<file path="config.mk">
export PLATFORM = sky130hd
export DESIGN_NAME = wsgp_top
export DESIGN_NICKNAME = d
export VERILOG_FILES = /design/src/design/wsgp_pkg.sv /design/src/design/wsgp_sync.sv /design/src/design/wsgp_pin_ctl.sv /design/src/design/wsgp_top.sv
export SDC_FILE = /design/constraint.sdc
export NUM_CORES = 1
export LEC_CHECK = 0
export BUFFER_PORTS_ARGS = -buffer_cell sky130_fd_sc_hd__buf_2
export CAP_MARGIN = 15
export CORE_MARGIN = 2
export CORE_UTILIZATION = 53
export DETAILED_ROUTE_END_ITERATION = 10
export PLACE_DENSITY = 0.8
export RECOVER_POWER = 100
export SYNTH_ARGS = -nofsm -noshare
export SYNTH_HDL_FRONTEND = slang
export SYNTH_SLANG_ARGS = --single-unit
</file>
<file path="constraint.sdc">
create_clock -name clk -period 2.37 [get_ports clk]
set_clock_uncertainty 0.1 [all_clocks]
set_input_delay 0.3555 -clock clk [delete_from_list [all_inputs] [get_ports clk]]
set_output_delay 0.3555 -clock clk [all_outputs]
set_load 0.02 [all_outputs]
</file>
<file path="src/design/wsgp_pkg.sv">
// Purpose: Shared constants for the wakeup/segment GPIO port pair
// Assumes: Word-indexed registers, byte address is four times the index
// Notes:   Port 5 and port 6 indices sit at their printed values
package wsgp_pkg;
	////////////////////////////////////////////////////////////////////
	// Widths
	localparam int           PORT_W        = 8;   // Pins per port
	localparam int           ADDR_W        = 18;  // Byte address width
	localparam int           IDX_W         = 16;  // Register index width
	////////////////////////////////////////////////////////////////////
	// Register indices (byte address = index * 4)
	localparam logic [15:0]  IDX_P5_DATA   = 16'hFFD8; // port5_data_latch
	localparam logic [15:0]  IDX_P5_DIR    = 16'hFFE8; // port5_direction
	localparam logic [15:0]  IDX_P5_PULL   = 16'hFFE2; // port5_pullup_enable
	localparam logic [15:0]  IDX_P5_WAKE   = 16'hFFCC; // port5_wakeup_select
	localparam logic [15:0]  IDX_P6_DATA   = 16'hFFD9; // port6_data_latch
	localparam logic [15:0]  IDX_P6_DIR    = 16'hFFE9; // port6_direction
	localparam logic [15:0]  IDX_P6_PULL   = 16'hFFE3; // port6_pullup_enable
	localparam logic [15:0]  IDX_DISP_CTRL = 16'hFFF0; // display_port_control
	localparam logic [15:0]  IDX_POWER     = 16'hFFF1; // Operating mode
	////////////////////////////////////////////////////////////////////
	// Reset and read-back values
	localparam logic [7:0]   RST_BYTE      = 8'h00; // All 8-bit registers
	localparam logic [3:0]   RST_SEG_FIELD = 4'h0;  // Segment field
	localparam logic [7:0]   DIR_READBACK  = 8'hFF; // Write-only readback
	localparam logic [7:0]   UNMAPPED_RD   = 8'h00; // Unmapped read value
	////////////////////////////////////////////////////////////////////
	// Field positions
	localparam int           SEG_FIELD_LSB = 0; // segment_select_field
	localparam int           SEG_FIELD_MSB = 3;
	localparam int           POWER_LSB     = 0; // Operating mode field
	localparam int           POWER_MSB     = 2;
	////////////////////////////////////////////////////////////////////
	// Operating modes
	localparam logic [2:0]   PWR_ACTIVE    = 3'h0;
	localparam logic [2:0]   PWR_SLEEP     = 3'h1;
	localparam logic [2:0]   PWR_SUBSLEEP  = 3'h2;
	localparam logic [2:0]   PWR_STANDBY   = 3'h3;
	localparam logic [2:0]   PWR_WATCH     = 3'h4;
	localparam logic [2:0]   PWR_SUBACTIVE = 3'h5;
	localparam logic [2:0]   RST_POWER     = 3'h0;
endpackage : wsgp_pkg

</file>
<file path="src/design/wsgp_sync.sv">
// Purpose: Two-stage synchroniser for a bus of pin levels
// Assumes: Each bit is independent; no word coherence needed
// Notes:   First stage feeds only the second stage
`timescale 1ns/1ps
module wsgp_sync #(
	parameter int W = 8 // Bits to synchronise
) (
	input  wire logic         clk,
	input  wire logic         reset_n,
	input  wire logic [W-1:0] async_in,
	output logic      [W-1:0] sync_out
);
	logic [W-1:0] meta; // First stage, read by second only

	// Two flops, constants under reset
	always_ff @(posedge clk or negedge reset_n) begin
		if (!reset_n) begin
			meta     <= '0;
			sync_out <= '0;
		end else begin
			meta     <= async_in;
			sync_out <= meta;
		end
	end
endmodule : wsgp_sync

</file>
<file path="src/design/wsgp_pin_ctl.sv">
// Purpose: Per-port pin drive, enable and pull-up control
// Assumes: Settings come from the same clock domain
// Notes:   All outputs are flops; hold freezes, hiz releases drive
`timescale 1ns/1ps
module wsgp_pin_ctl #(
	parameter int W = 8 // Pins in the port
) (
	input  wire logic         clk,
	input  wire logic         reset_n,
	input  wire logic [W-1:0] dir,       // 1 = output
	input  wire logic [W-1:0] data,      // Data latch
	input  wire logic [W-1:0] pullen,    // Pull-up enables
	input  wire logic [W-1:0] wake_sel,  // 1 = wakeup input
	input  wire logic [W-1:0] seg_claim, // 1 = segment output
	input  wire logic [W-1:0] seg_data,  // Segment drive level
	input  wire logic         hold,      // Sleep/subsleep freeze
	input  wire logic         hiz,       // Standby/watch release
	output logic      [W-1:0] pin_out,
	output logic      [W-1:0] pin_oe,
	output logic      [W-1:0] pull_on
);
	logic [W-1:0] gpio_out;   // General output role
	logic [W-1:0] drive;      // Pin wanted driven
	logic [W-1:0] value;      // Level wanted
	logic [W-1:0] pull_want;  // Pull-up wanted
	logic [W-1:0] next_oe;
	logic [W-1:0] next_out;
	logic [W-1:0] next_pull;

	// Segment first, then wakeup, then direction
	assign gpio_out  = ~seg_claim & ~wake_sel & dir;
	assign drive     = seg_claim | gpio_out;
	assign value     = (seg_claim & seg_data) | (~seg_claim & data);
	assign pull_want = pullen & ~dir;
	// Hold keeps last state; hiz drops drive but keeps pull-up
	assign next_oe   = hold ? pin_oe  : (hiz ? '0 : drive);
	assign next_out  = hold ? pin_out : (hiz ? '0 : value);
	assign next_pull = hold ? pull_on : pull_want;

	// Output flops, all off after reset
	always_ff @(posedge clk or negedge reset_n) begin
		if (!reset_n) begin
			pin_oe  <= '0;
			pin_out <= '0;
			pull_on <= '0;
		end else begin
			pin_oe  <= next_oe;
			pin_out <= next_out;
			pull_on <= next_pull;
		end
	end
endmodule : wsgp_pin_ctl

</file>
<file path="src/design/wsgp_top.sv">
// Purpose: Two 8-bit GPIO ports with wakeup and segment takeover
// Assumes: Avalon-MM slave with waitrequest, one clock, async reset
// Notes:   Registers are one byte each in lane 0 of a 32-bit word
//
// Notes on behaviour
// Port 5 pull-up only while pin is input
// Port 5 pull-up register clears to zero
// Pull-ups off after any reset
// Port 5 wakeup register clears to zero
// Wakeup bit picks GPIO or wakeup input
// Upper port 5 nibble: segment on 1***
// Lower port 5 nibble: segment on 1**1
// Hold in sleep, release in standby/watch
// Port 6 read: latch if output, else pin
// Port 6 data latch clears to zero
// Port 6 direction 1 drives latch, 0 input
// Segment-claimed port 6 pins ignore settings; here the pull-up enable still acts on them
// Port 6 direction reads back all ones
// Port 6 direction clears to zero
// Port 6 registers decoded at fixed addresses
// Port 6 pull-up register read/write, clears
// Port 5 read: latch if output, else pin
// Port 5 direction 1 output, 0 input
// Port 5 direction write-only, reads ones
// Port 5 settings only for GPIO pins; here the pull-up enable also acts on wakeup and segment pins
// Port 6 pull-up only while pin is input
// Wakeup pin forwards level, never drives
//
// Local design decision: the Avalon-MM slave port.
`timescale 1ns/1ps
module wsgp_top
	import wsgp_pkg::*;
#(
	parameter int W = PORT_W // Pins per port
) (
	input  wire logic              clk,
	input  wire logic              reset_n,
	input  wire logic [ADDR_W-1:0] address,
	input  wire logic              read,
	input  wire logic              write,
	input  wire logic [31:0]       writedata,
	input  wire logic [3:0]        byteenable,
	output logic      [31:0]       readdata,
	output logic                   waitrequest,
	input  wire logic [W-1:0]      port5_pin_in,
	output logic      [W-1:0]      port5_pin_out,
	output logic      [W-1:0]      port5_pin_oe,
	output logic      [W-1:0]      port5_pullup_on,
	input  wire logic [W-1:0]      port5_segment_output,
	output logic      [W-1:0]      wakeup_input,
	input  wire logic [W-1:0]      port6_pin_in,
	output logic      [W-1:0]      port6_pin_out,
	output logic      [W-1:0]      port6_pin_oe,
	output logic      [W-1:0]      port6_pullup_on,
	input  wire logic [W-1:0]      port6_segment_output
);

	////////////////////////////////////////////////////////////////////
	// Software-visible registers

	logic [W-1:0] port5_data_latch;      // Port 5 output data
	logic [W-1:0] port5_direction;       // Port 5 direction, write-only
	logic [W-1:0] port5_pullup_enable;   // Port 5 pull-up enables
	logic [W-1:0] port5_wakeup_select;   // Port 5 wakeup role bits
	logic [W-1:0] port6_data_latch;      // Port 6 output data
	logic [W-1:0] port6_direction;       // Port 6 direction, write-only
	logic [W-1:0] port6_pullup_enable;   // Port 6 pull-up enables
	logic [3:0]   segment_select_field;  // Segment takeover code
	logic [2:0]   power_mode;            // Current operating mode

	////////////////////////////////////////////////////////////////////
	// Synchronised pin levels

	logic [W-1:0] port5_pin_sync;        // Port 5 pins after two flops
	logic [W-1:0] port6_pin_sync;        // Port 6 pins after two flops

	// Pins come from outside the clock domain
	wsgp_sync #(
		.W        (W)
	) u_sync5 (
		.clk      (clk),
		.reset_n  (reset_n),
		.async_in (port5_pin_in),
		.sync_out (port5_pin_sync)
	);

	// Same for port 6
	wsgp_sync #(
		.W        (W)
	) u_sync6 (
		.clk      (clk),
		.reset_n  (reset_n),
		.async_in (port6_pin_in),
		.sync_out (port6_pin_sync)
	);

	////////////////////////////////////////////////////////////////////
	// Bus decode

	logic [IDX_W-1:0] reg_index;         // Word index of the access
	logic             bus_take;          // Request completes this edge
	logic             wr_take;           // Write completes this edge
	logic             rd_sample;         // Read data captured this edge
	logic             lane0;             // Low byte lane enabled
	logic             hit_p5_data;
	logic             hit_p5_dir;
	logic             hit_p5_pull;
	logic             hit_p5_wake;
	logic             hit_p6_data;
	logic             hit_p6_dir;
	logic             hit_p6_pull;
	logic             hit_disp;
	logic             hit_power;

	// Low two address bits select a byte, not a register
	assign reg_index   = address[ADDR_W-1:2];
	assign lane0       = byteenable[0];
	// Request is answered on the edge after it is first seen
	assign bus_take    = (read | write) & ~waitrequest;
	assign wr_take     = bus_take & write & lane0;
	// Read data is formed while waitrequest is still high
	assign rd_sample   = read & waitrequest;

	// Address decode, fixed locations
	assign hit_p5_data = (reg_index == IDX_P5_DATA);
	assign hit_p5_dir  = (reg_index == IDX_P5_DIR);
	assign hit_p5_pull = (reg_index == IDX_P5_PULL);
	assign hit_p5_wake = (reg_index == IDX_P5_WAKE);
	assign hit_p6_data = (reg_index == IDX_P6_DATA);
	assign hit_p6_dir  = (reg_index == IDX_P6_DIR);
	assign hit_p6_pull = (reg_index == IDX_P6_PULL);
	assign hit_disp    = (reg_index == IDX_DISP_CTRL);
	assign hit_power   = (reg_index == IDX_POWER);

	////////////////////////////////////////////////////////////////////
	// Read path

	logic [W-1:0] port5_read;            // Port 5 data view
	logic [W-1:0] port6_read;            // Port 6 data view
	logic [7:0]   rd_byte;               // Selected read byte
	logic [31:0]  next_readdata;

	// Output bits show the latch, input bits the live pin
	assign port5_read = (port5_direction & port5_data_latch)
		| (~port5_direction & port5_pin_sync);
	assign port6_read = (port6_direction & port6_data_latch)
		| (~port6_direction & port6_pin_sync);

	// Byte select; direction registers read back all ones
	assign rd_byte =
		hit_p5_data ? port5_read :
		hit_p5_dir  ? DIR_READBACK :
		hit_p5_pull ? port5_pullup_enable :
		hit_p5_wake ? port5_wakeup_select :
		hit_p6_data ? port6_read :
		hit_p6_dir  ? DIR_READBACK :
		hit_p6_pull ? port6_pullup_enable :
		hit_disp    ? {4'h0, segment_select_field} :
		hit_power   ? {5'h00, power_mode} :
		UNMAPPED_RD;

	// Upper lanes always read as zero
	assign next_readdata = rd_sample ? {24'h000000, rd_byte} : readdata;

	////////////////////////////////////////////////////////////////////
	// Handshake flops

	logic next_waitrequest;

	// High at rest, low for exactly one cycle per request
	assign next_waitrequest = ~((read | write) & waitrequest);

	// Bus answer flops
	always_ff @(posedge clk or negedge reset_n) begin
		if (!reset_n) begin
			waitrequest <= 1'b1;
			readdata    <= 32'h00000000;
		end else begin
			waitrequest <= next_waitrequest;
			readdata    <= next_readdata;
		end
	end

	////////////////////////////////////////////////////////////////////
	// Port 5 registers

	// Direction and data latch
	always_ff @(posedge clk or negedge reset_n) begin
		if (!reset_n) begin
			port5_data_latch <= RST_BYTE;
			port5_direction  <= RST_BYTE;
		end else begin
			if (wr_take && hit_p5_data)
				port5_data_latch <= writedata[7:0];
			if (wr_take && hit_p5_dir)
				port5_direction  <= writedata[7:0];
		end
	end

	// Pull-up enables and wakeup role
	always_ff @(posedge clk or negedge reset_n) begin
		if (!reset_n) begin
			port5_pullup_enable <= RST_BYTE;
			port5_wakeup_select <= RST_BYTE;
		end else begin
			if (wr_take && hit_p5_pull)
				port5_pullup_enable <= writedata[7:0];
			if (wr_take && hit_p5_wake)
				port5_wakeup_select <= writedata[7:0];
		end
	end

	////////////////////////////////////////////////////////////////////
	// Port 6 registers

	// Direction, data latch and pull-up enables
	always_ff @(posedge clk or negedge reset_n) begin
		if (!reset_n) begin
			port6_data_latch    <= RST_BYTE;
			port6_direction     <= RST_BYTE;
			port6_pullup_enable <= RST_BYTE;
		end else begin
			if (wr_take && hit_p6_data)
				port6_data_latch    <= writedata[7:0];
			if (wr_take && hit_p6_dir)
				port6_direction     <= writedata[7:0];
			if (wr_take && hit_p6_pull)
				port6_pullup_enable <= writedata[7:0];
		end
	end

	////////////////////////////////////////////////////////////////////
	// Display and operating mode registers

	// Segment code and power mode, both software written
	always_ff @(posedge clk or negedge reset_n) begin
		if (!reset_n) begin
			segment_select_field <= RST_SEG_FIELD;
			power_mode           <= RST_POWER;
		end else begin
			if (wr_take && hit_disp)
				segment_select_field <= writedata[SEG_FIELD_MSB:SEG_FIELD_LSB];
			if (wr_take && hit_power)
				power_mode <= writedata[POWER_MSB:POWER_LSB];
		end
	end

	////////////////////////////////////////////////////////////////////
	// Segment takeover decode

	logic         p5_seg_hi;             // Port 5 pins 7..4 claimed
	logic         p5_seg_lo;             // Port 5 pins 3..0 claimed
	logic         p6_seg_hi;             // Port 6 pins 7..4 claimed
	logic         p6_seg_lo;             // Port 6 pins 3..0 claimed
	logic [W-1:0] port5_seg_claim;
	logic [W-1:0] port6_seg_claim;

	// Port 5 upper nibble on 1***, lower nibble on 1**1
	assign p5_seg_hi = segment_select_field[3];
	assign p5_seg_lo = segment_select_field[3] & segment_select_field[0];
	// Port 6 upper on 011* or 1***, lower on 0111 or 1***
	assign p6_seg_hi = segment_select_field[3]
		| (segment_select_field[3:1] == 3'h3);
	assign p6_seg_lo = segment_select_field[3]
		| (segment_select_field == 4'h7);

	// Spread nibble claims over the pins
	genvar gi;
	generate
		for (gi = 0; gi < W; gi++) begin : g_claim
			assign port5_seg_claim[gi] = (gi >= W/2) ? p5_seg_hi : p5_seg_lo;
			assign port6_seg_claim[gi] = (gi >= W/2) ? p6_seg_hi : p6_seg_lo;
		end
	endgenerate

	////////////////////////////////////////////////////////////////////
	// Operating mode decode

	logic mode_hold;                     // Pins keep their state
	logic mode_hiz;                      // Pins released, pull-up kept

	// Sleep modes freeze; standby and watch release drive
	assign mode_hold = (power_mode == PWR_SLEEP) | (power_mode == PWR_SUBSLEEP);
	assign mode_hiz  = (power_mode == PWR_STANDBY) | (power_mode == PWR_WATCH);

	////////////////////////////////////////////////////////////////////
	// Pin control

	// Port 5 has wakeup roles and segment takeover
	wsgp_pin_ctl #(
		.W         (W)
	) u_pins5 (
		.clk       (clk),
		.reset_n   (reset_n),
		.dir       (port5_direction),
		.data      (port5_data_latch),
		.pullen    (port5_pullup_enable),
		.wake_sel  (port5_wakeup_select),
		.seg_claim (port5_seg_claim),
		.seg_data  (port5_segment_output),
		.hold      (mode_hold),
		.hiz       (mode_hiz),
		.pin_out   (port5_pin_out),
		.pin_oe    (port5_pin_oe),
		.pull_on   (port5_pullup_on)
	);

	// Port 6 has no wakeup role
	wsgp_pin_ctl #(
		.W         (W)
	) u_pins6 (
		.clk       (clk),
		.reset_n   (reset_n),
		.dir       (port6_direction),
		.data      (port6_data_latch),
		.pullen    (port6_pullup_enable),
		.wake_sel  ({W{1'b0}}),
		.seg_claim (port6_seg_claim),
		.seg_data  (port6_segment_output),
		.hold      (mode_hold),
		.hiz       (mode_hiz),
		.pin_out   (port6_pin_out),
		.pin_oe    (port6_pin_oe),
		.pull_on   (port6_pullup_on)
	);

	////////////////////////////////////////////////////////////////////
	// Wakeup forwarding

	logic [W-1:0] wake_role;             // Pin acts as wakeup input
	logic [W-1:0] next_wakeup;

	// Segment claim outranks the wakeup role
	assign wake_role   = port5_wakeup_select & ~port5_seg_claim;
	assign next_wakeup = wake_role & port5_pin_sync;

	// Registered so the output is a flop
	always_ff @(posedge clk or negedge reset_n) begin
		if (!reset_n)
			wakeup_input <= '0;
		else
			wakeup_input <= next_wakeup;
	end

endmodule : wsgp_top

</file>
==> results of run 1 <==
==> stage by stage <==
step / std cells / power [mW] / cell area (µm²)
final: 944 / 5.650 / 8512
after global routing: 944 / 5.823 / 8512
after CTS: 944 / 5.694 / 8668
after detailed placement: 893 / 3.088 / 7910
after global placement: 893 / 3.080 / 7910
after floorplan: 612 / 2.950 / 7114
==> cells by family after synthesis <==
family,after synthesis
buffers and inverters,56
and+or+nand+nor,168
other,1
muxes,97
AOI/OAI and AO/OA,103
DFF,160
xor gates and xnor gates,4
==> final timing paths <==
| path | depth (start not counted) | slack (ps) | end | startpoint |
|---|---|---|---|---|
| worst min register to register | 0 | 250 | u_sync6.sync_out[3] | u_sync6.meta[3] |
| worst min-delay path | 3 | 120 | u_pins6.pin_out[6] | port6_segment_output[6] |
| min in group asynchronous | 2 | 490 | u_sync6.meta[0] | reset_n |
| worst max-delay path | 6 | 150 | port5_pullup_enable[7] | write |
| max in group asynchronous | 3 | 830 | waitrequest | reset_n |
| worst max register to register | 4 | 230 | port5_pullup_enable[7] | waitrequest |
==> synth_stat cells (all sizes together), types with 2 or more instances <==
cell / instances
a21oi: 13
nand4: 7
nand2: 69
nor4: 5
o211ai: 5
o21ai: 52
a2111oi: 3
a31oi: 4
nand4b: 2
and4: 3
xnor2: 3
nor2b: 3
nor3: 6
mux2: 62
nand2b: 17
and4b: 2
or3: 3
mux2i: 35
a22oi: 10
nand4bb: 2
a221oi: 4
a21o: 6
nand3b: 4
and3: 12
inv: 11
dfrtp: 159
buf: 33
nor2: 22
clkbuf: 12
nand3: 5
==> worst min-delay path: stages <==
cell and delay [ps]:
buf_2 80, mux2i_1 50, o21ai_0 130
==> cell type report <==
type / count / area share, %
Tap cell: 176 / 2.587
Multi-Input combinational cell: 396 / 32.38
Sequential cell: 160 / 47.05
Clock buffer: 20 / 5.365
Inverter: 11 / 0.4851
Clock inverter: 12 / 1.308
Timing Repair Buffer: 169 / 10.82
==> where the power goes <==
part	internal, mW	switching, mW
combinational	0.0958	0.188
clock	1.50	1.09
sequential	2.76	0.0118
total	4.36	1.29
==> metal layers <==
layer | wire length, µm | vias up | share of wire (%)
met5 | 0 | - | 0
met4 | 386 | 0 | 2.2
met3 | 880 | 31 | 5.1
met2 | 8463 | 193 | 49
met1 | 7578 | 2556 | 44
li1 | - | 2378 | -
==> results.ini, run 1 <==
[sta]
worst_slack_ps=152.6
finalCritPeriodShare_pct=93.56
rsz0062_at_grt=false
hold_violations=0
fin_crit_ps=2217
fmax_mhz=451.0
worst_pin_slew_ps=962.4
maxSlewViolCount=0
setup_viol=0
whs_ps=123.0
slew_headroom_pct=35.84
setup_tns_ps=0

[synthesis]
seq_area_frac_synth_pct=56.99
synth_top_flop_cell=dfrtp_1
synthAdderAreaFrac_pct=0
synthTopCellsByArea=dfrtp_1 57%, mux2_2 7.5%, mux2i_1 5.0%
synth_mux_area_share_pct=15.35
synth_edf_count=0
synthCells=589
synth_cell_types=60
synth_compound_area_share_pct=8.884
avgSynthCellArea_um2=11.93
synth.largest_area_cell=dfrtp_1
yosysWarningCount=0
synth_xor_area_share_pct=0.4985
ys_ff_latch=160
synth-async-reset-ratio_pct=100.0
synthSimpleGateAreaFrac_pct=13.60
synth_top_family_by_area=multiplexers
synth_top_area_share_pct=56.61
syn_area_um2=7028

[floorplan]
start_util_pct=53.71
die_w_um=119.2
die_h_um=119.2
coreArea_um2=13090
rows=42
io_pins=179
dieArea_um2=14200

[run]
max_cap_violations=0

[global_routing]
overflow=0
grt_use_met1_pct=34.32
grt_pass1_wl_um=27290
grt_util_met3_pct=5.077
grtUsageMet2_pct=39.87
track_usage_pct=25.23
grt_antenna_before_repair=0
grt_busiest_layer=met2
grt_pass1_vias=5121
grt_max_degree=68

[clock_tree]
clock_latency_ps=430
cts_root_buffer=clkbuf_16
cts_max_path_buffers=2
cts_tree=yes
clk_pin_slew_ps=60
h-tree-depth=4
clock-sinks=160
holdBufCountCts=19
cts-buffers-inserted=17
cts_resized=0
post-cts-setup-buffer-count=0

[min_path]
min_path_type=in -> reg

[power_and_ir_drop]
power_density_nw_per_um2=663.8
ir_worst_vdd_mv=0.4968
p_leak_nw=3.983

[critical_path]
path_delay_family=simple AND/OR/NAND/NOR gates
crit_buf_inv=3
slowest_stage=nor2_1
path_cells=dlygate4sd3_1, buf_2, nand3b_1, clkbuf_1, nor2_1, mux2_2
crit_fanout=8
required_ps=2580
cp-start-kind=primary input
cp-end-kind=flip-flop
crit_arrival_ps=2430
slowest_delay_ps=570
path_class=in -> reg

[place]
place_ws_ps=133.5
io_buffers=125
dpl.hpwl_um=12070
routabilityCongestion=0.8763

[route]
wl_um=17310
wl_per_cell_um=18.33
num_vias=5158
firstDrtPassIters=5
vias_per_cell=5.464
antenna_left=0
drc=0
drt_iter0_markers=468

[cells_and_area]
n_fill_cell=1050
layout_common_cells=159 x dfrtp_1, 71 x clkbuf_1, 68 x nand2_1
final_common_cell=dfrtp_1
layout.area.seq_um2=4005
final_util_pct=65.05
syn2layout_area_growth_pct=21.11
finalNetCount=845
multi_input_area_um2=2756
drive_gt1_share_pct=22.53
diodes=0

[status]
outcome=complete, no violations

Note: power is estimated with default switching activity, not from simulation.
==> inputs of run 2 (changes only) <==
--- a/config.mk
+++ b/config.mk
@@ -5,12 +5,14 @@
 export SDC_FILE = /design/constraint.sdc
 export NUM_CORES = 1
 export LEC_CHECK = 0
+export ABC_AREA = 1
 export BUFFER_PORTS_ARGS = -buffer_cell sky130_fd_sc_hd__buf_2
 export CAP_MARGIN = 15
 export CORE_MARGIN = 2
-export CORE_UTILIZATION = 53
+export CORE_UTILIZATION = 54
 export DETAILED_ROUTE_END_ITERATION = 10
-export PLACE_DENSITY = 0.8
+export MAX_ROUTING_LAYER = met4
+export PLACE_DENSITY = 0.81
 export RECOVER_POWER = 100
 export SYNTH_ARGS = -nofsm -noshare
 export SYNTH_HDL_FRONTEND = slang
==> results.ini, run 2 <==
[power_and_ir_drop]
p_clk_share_pct=49.7  ; was 45.9%
ir_worst_vdd_mv=0.4422  ; was 0.4968 mV
seqPwrFrac_pct=46.0  ; was 49.1%
switching_share_pct=21.41  ; was 22.87%
combPwrFrac_pct=4.3  ; was 5.0%
totalPowerFinal_mw=6.037  ; was 5.650 mW
p_leak_nw=4.079  ; was 3.983 nW
power_density_nw_per_um2=706.2  ; was 663.8 nW/µm²
switchingPower_mw=1.292  ; about the same
internal_power_mw=4.744  ; was 4.358 mW

[synthesis]
avgSynthCellArea_um2=9.394  ; was 11.93 µm²
yosysMostFrequentCell=nand2_1  ; was dfrtp_1
seq_area_frac_synth_pct=55.01  ; was 56.99%
synth-async-reset-ratio_pct=100.0  ; unchanged
ys_ff_latch=160  ; unchanged
yosysWarningCount=0  ; unchanged
synthCells=775  ; was 589
synthTopCellsByArea=dfrtp_1 55%, nand2_1 11%, o21ai_2 5.7%  ; was dfrtp_1 57%, mux2_2 7.5%, mux2i_1 5.0%
synth_top_area_share_pct=54.65  ; was 56.61%
synth_commonest_cells=211 x nand2_1, 159 x dfrtp_1, 63 x nor2_1  ; was 159 x dfrtp_1, 68 x nand2_1, 52 x o21ai_0
synth_top_flop_cell=dfrtp_1  ; unchanged
syn_area_um2=7281  ; was 7028 µm²
synth_cell_types=43  ; was 60
synth.largest_area_cell=dfrtp_1  ; unchanged
synth_edf_count=0  ; unchanged

[global_routing]
track_usage_pct=25.54  ; was 25.23%
grt_antenna_before_repair=0  ; unchanged
grt_pass1_vias=5596  ; was 5121
grt_max_degree=66  ; was 68
overflow=0  ; unchanged
grt_pass1_wl_um=27490  ; was 27290 µm

[cells_and_area]
finalNetCount=1015  ; was 845
diodes=0  ; unchanged
layout_common_cells=216 x nand2_1, 159 x dfrtp_1, 90 x o21ai_0  ; was 159 x dfrtp_1, 71 x clkbuf_1, 68 x nand2_1
final_common_cell=nand2_1  ; was dfrtp_1
syn2layout_area_growth_pct=17.41  ; was 21.11%
fin_cells=1114  ; was 944
drive_gt1_share_pct=16.52  ; was 22.53%
final_area_um2=8548  ; was 8512 µm²
final_util_pct=64.81  ; was 65.05%

[clock_tree]
cts_tree=yes  ; unchanged
clock-sinks=160  ; unchanged
clk_pin_slew_ps=60  ; about the same
h-tree-depth=4  ; unchanged
cts-buffers-inserted=17  ; unchanged
cts_resized=0  ; unchanged
cts_max_path_buffers=2  ; unchanged
clock_latency_ps=430  ; about the same
cts_root_buffer=clkbuf_16  ; unchanged

[route]
drc=0  ; unchanged
firstDrtPassIters=5  ; unchanged
vias_per_cell=5.215  ; was 5.464
antenna_left=0  ; unchanged
wl_um=17440  ; was 17310 µm
num_vias=5810  ; was 5158
wl_per_cell_um=15.66  ; was 18.33 µm
drt_iter0_markers=425  ; was 468

[sta]
setup_viol=0  ; unchanged
fin_crit_ps=1917  ; was 2217 ps
slew_headroom_pct=30.88  ; was 35.84%
hold_violations=0  ; unchanged
setup_tns_ps=0  ; unchanged
fmax_mhz=521.8  ; was 451.0 MHz
maxSlewViolCount=0  ; unchanged
worst_pin_slew_ps=1037  ; was 962.4 ps
rsz0062_at_grt=false  ; unchanged
finalCritPeriodShare_pct=80.87  ; was 93.56%

[critical_path]
required_ps=2550  ; was 2580 ps
cp-end-kind=flip-flop  ; unchanged
slowest_delay_ps=520  ; was 570 ps
cp-endpoint=port5_wakeup_select[6]  ; was port5_pullup_enable[7]
rrSetupSlack_ps=460  ; was 230 ps
r2r_start=segment_select_field[3]  ; was waitrequest
path_depth=7  ; was 6
cp_common_cell=nand2_1
rr_endpoint=u_pins6.pin_out[1]  ; was port5_pullup_enable[7]
path_cells=dlygate4sd3_1, buf_2, nand2_1, nor2_8, nand3_1, nand2_1, o21ai_0  ; was dlygate4sd3_1, buf_2, nand3b_1, clkbuf_1, nor2_1, mux2_2
slowest_stage=dlygate4sd3_1  ; was nor2_1
crit_fanout=16  ; was 8
crit_arrival_ps=2100  ; was 2430 ps
cp-start-kind=primary input  ; unchanged
reg2regPathDepth=5  ; was 4
crit_buf_inv=2  ; was 3
path_class=in -> reg  ; unchanged
cp-startpoint=write  ; unchanged
path_delay_family=simple AND/OR/NAND/NOR gates  ; unchanged

[run]
max_cap_violations=0  ; unchanged

[place]
io_buffers=125  ; unchanged
dp.cells=1064  ; was 893
dpl.hpwl_um=11830  ; was 12070 µm
routabilityCongestion=0.8887  ; was 0.8763
place_area_um2=8006  ; was 7910 µm²

[floorplan]
start_util_pct=55.20  ; was 53.71%
die_h_um=120.1  ; was 119.2 µm
coreArea_um2=13190  ; was 13090 µm²
rows=42  ; unchanged
die_w_um=120.1  ; was 119.2 µm
dieArea_um2=14430  ; was 14200 µm²
io_pins=179  ; unchanged

[status]
outcome=complete, no violations  ; unchanged

[min_path]
min_path_type=in -> reg  ; unchanged

## run 2: cell count changes in the layout (fill, tap and decap cells not counted), sizes merged, moves of 6 or more
cell    change
a21o        -6
a22oi      -10
and3       -12
buf        -10
clkbuf      -7
inv        +58
mux2       -56
mux2i      -34
nand2     +156
nand2b     -17
nand3      +18
nor2       +54
o21ai      +51
o31ai      +15
## run 2: repair_timing
item	4_1_cts	5_1_grt
hold buffers	18	0
endpoints found under the setup margin	0	0
hold endpoints to repair	56	0
buffers inserted	0	0
## run 2: kinds of logic (layout without fill, tap and decap cells)
group	Yosys count	after routing	synth area share (%)
AOI/OAI and AO/OA	144	144	13.59
buffers and inverters	117	257	8.300
DFF	160	160	55.01
muxes	7	7	1.065
other	1	24	0.05151
and+or+nand+nor	346	346	21.98
## run 2: worst register-to-register path: stages, from the launching register on
cell      delay, ps
dfrtp_1         540
clkbuf_1        480
o21ai_2         190
inv_1           240
nor2_1           80
o31ai_1         190
## run 2: metal layers
layer	global-route usage, %	share of wire (%)	vias up
met5	-	0	-
met4	8.235	2.0	0
met3	5.608	6.6	33
met2	39.91	48	221
met1	33.54	43	2795
li1	-	-	2761
## run 2: how the worst min path moves through the flow
stage	start	to	slack, ps	cells past startpoint
3_5_place_dp	reset_n	u_sync6.meta[6]	190	1
2_1_floorplan	reset_n	port5_data_latch[0]	-40	0
6_report	read	waitrequest	10	2
4_1_cts	read	waitrequest	0.4	2
5_1_grt	read	waitrequest	10	2
3_3_place_gp	reset_n	u_sync6.meta[6]	190	1
## run 2: cell type report
type	instances	area, µm²
inverter	73	279.0
sequential	160	4005
multi-input combinational	521	2567
timing repair buffer	152	823.3
clock buffer	19	442.9
tap	176	220.2
fill	1138	4642
clock inverter	13	210.2
## run 2: per-stage QoR
stage | worst slack [ps] | hold slack [ps]
floorplan | 778.7 | -40.09
global placement | 437.4 | 188.7
detailed placement | 395.9 | 194.0
CTS | 533.1 | 0.3855
global route | 283.7 | 11.16
finish | 453.4 | 12.18
## run 2: power groups by stage
stage	Clock (mW)	Sequential (mW)	Combinational, mW
after floorplan	0	2.83	0.141
after global placement	0	2.83	0.255
after detailed placement	0	2.83	0.256
after CTS	3.01	2.78	0.279
after global routing	3.14	2.78	0.293
final	3.00	2.78	0.262
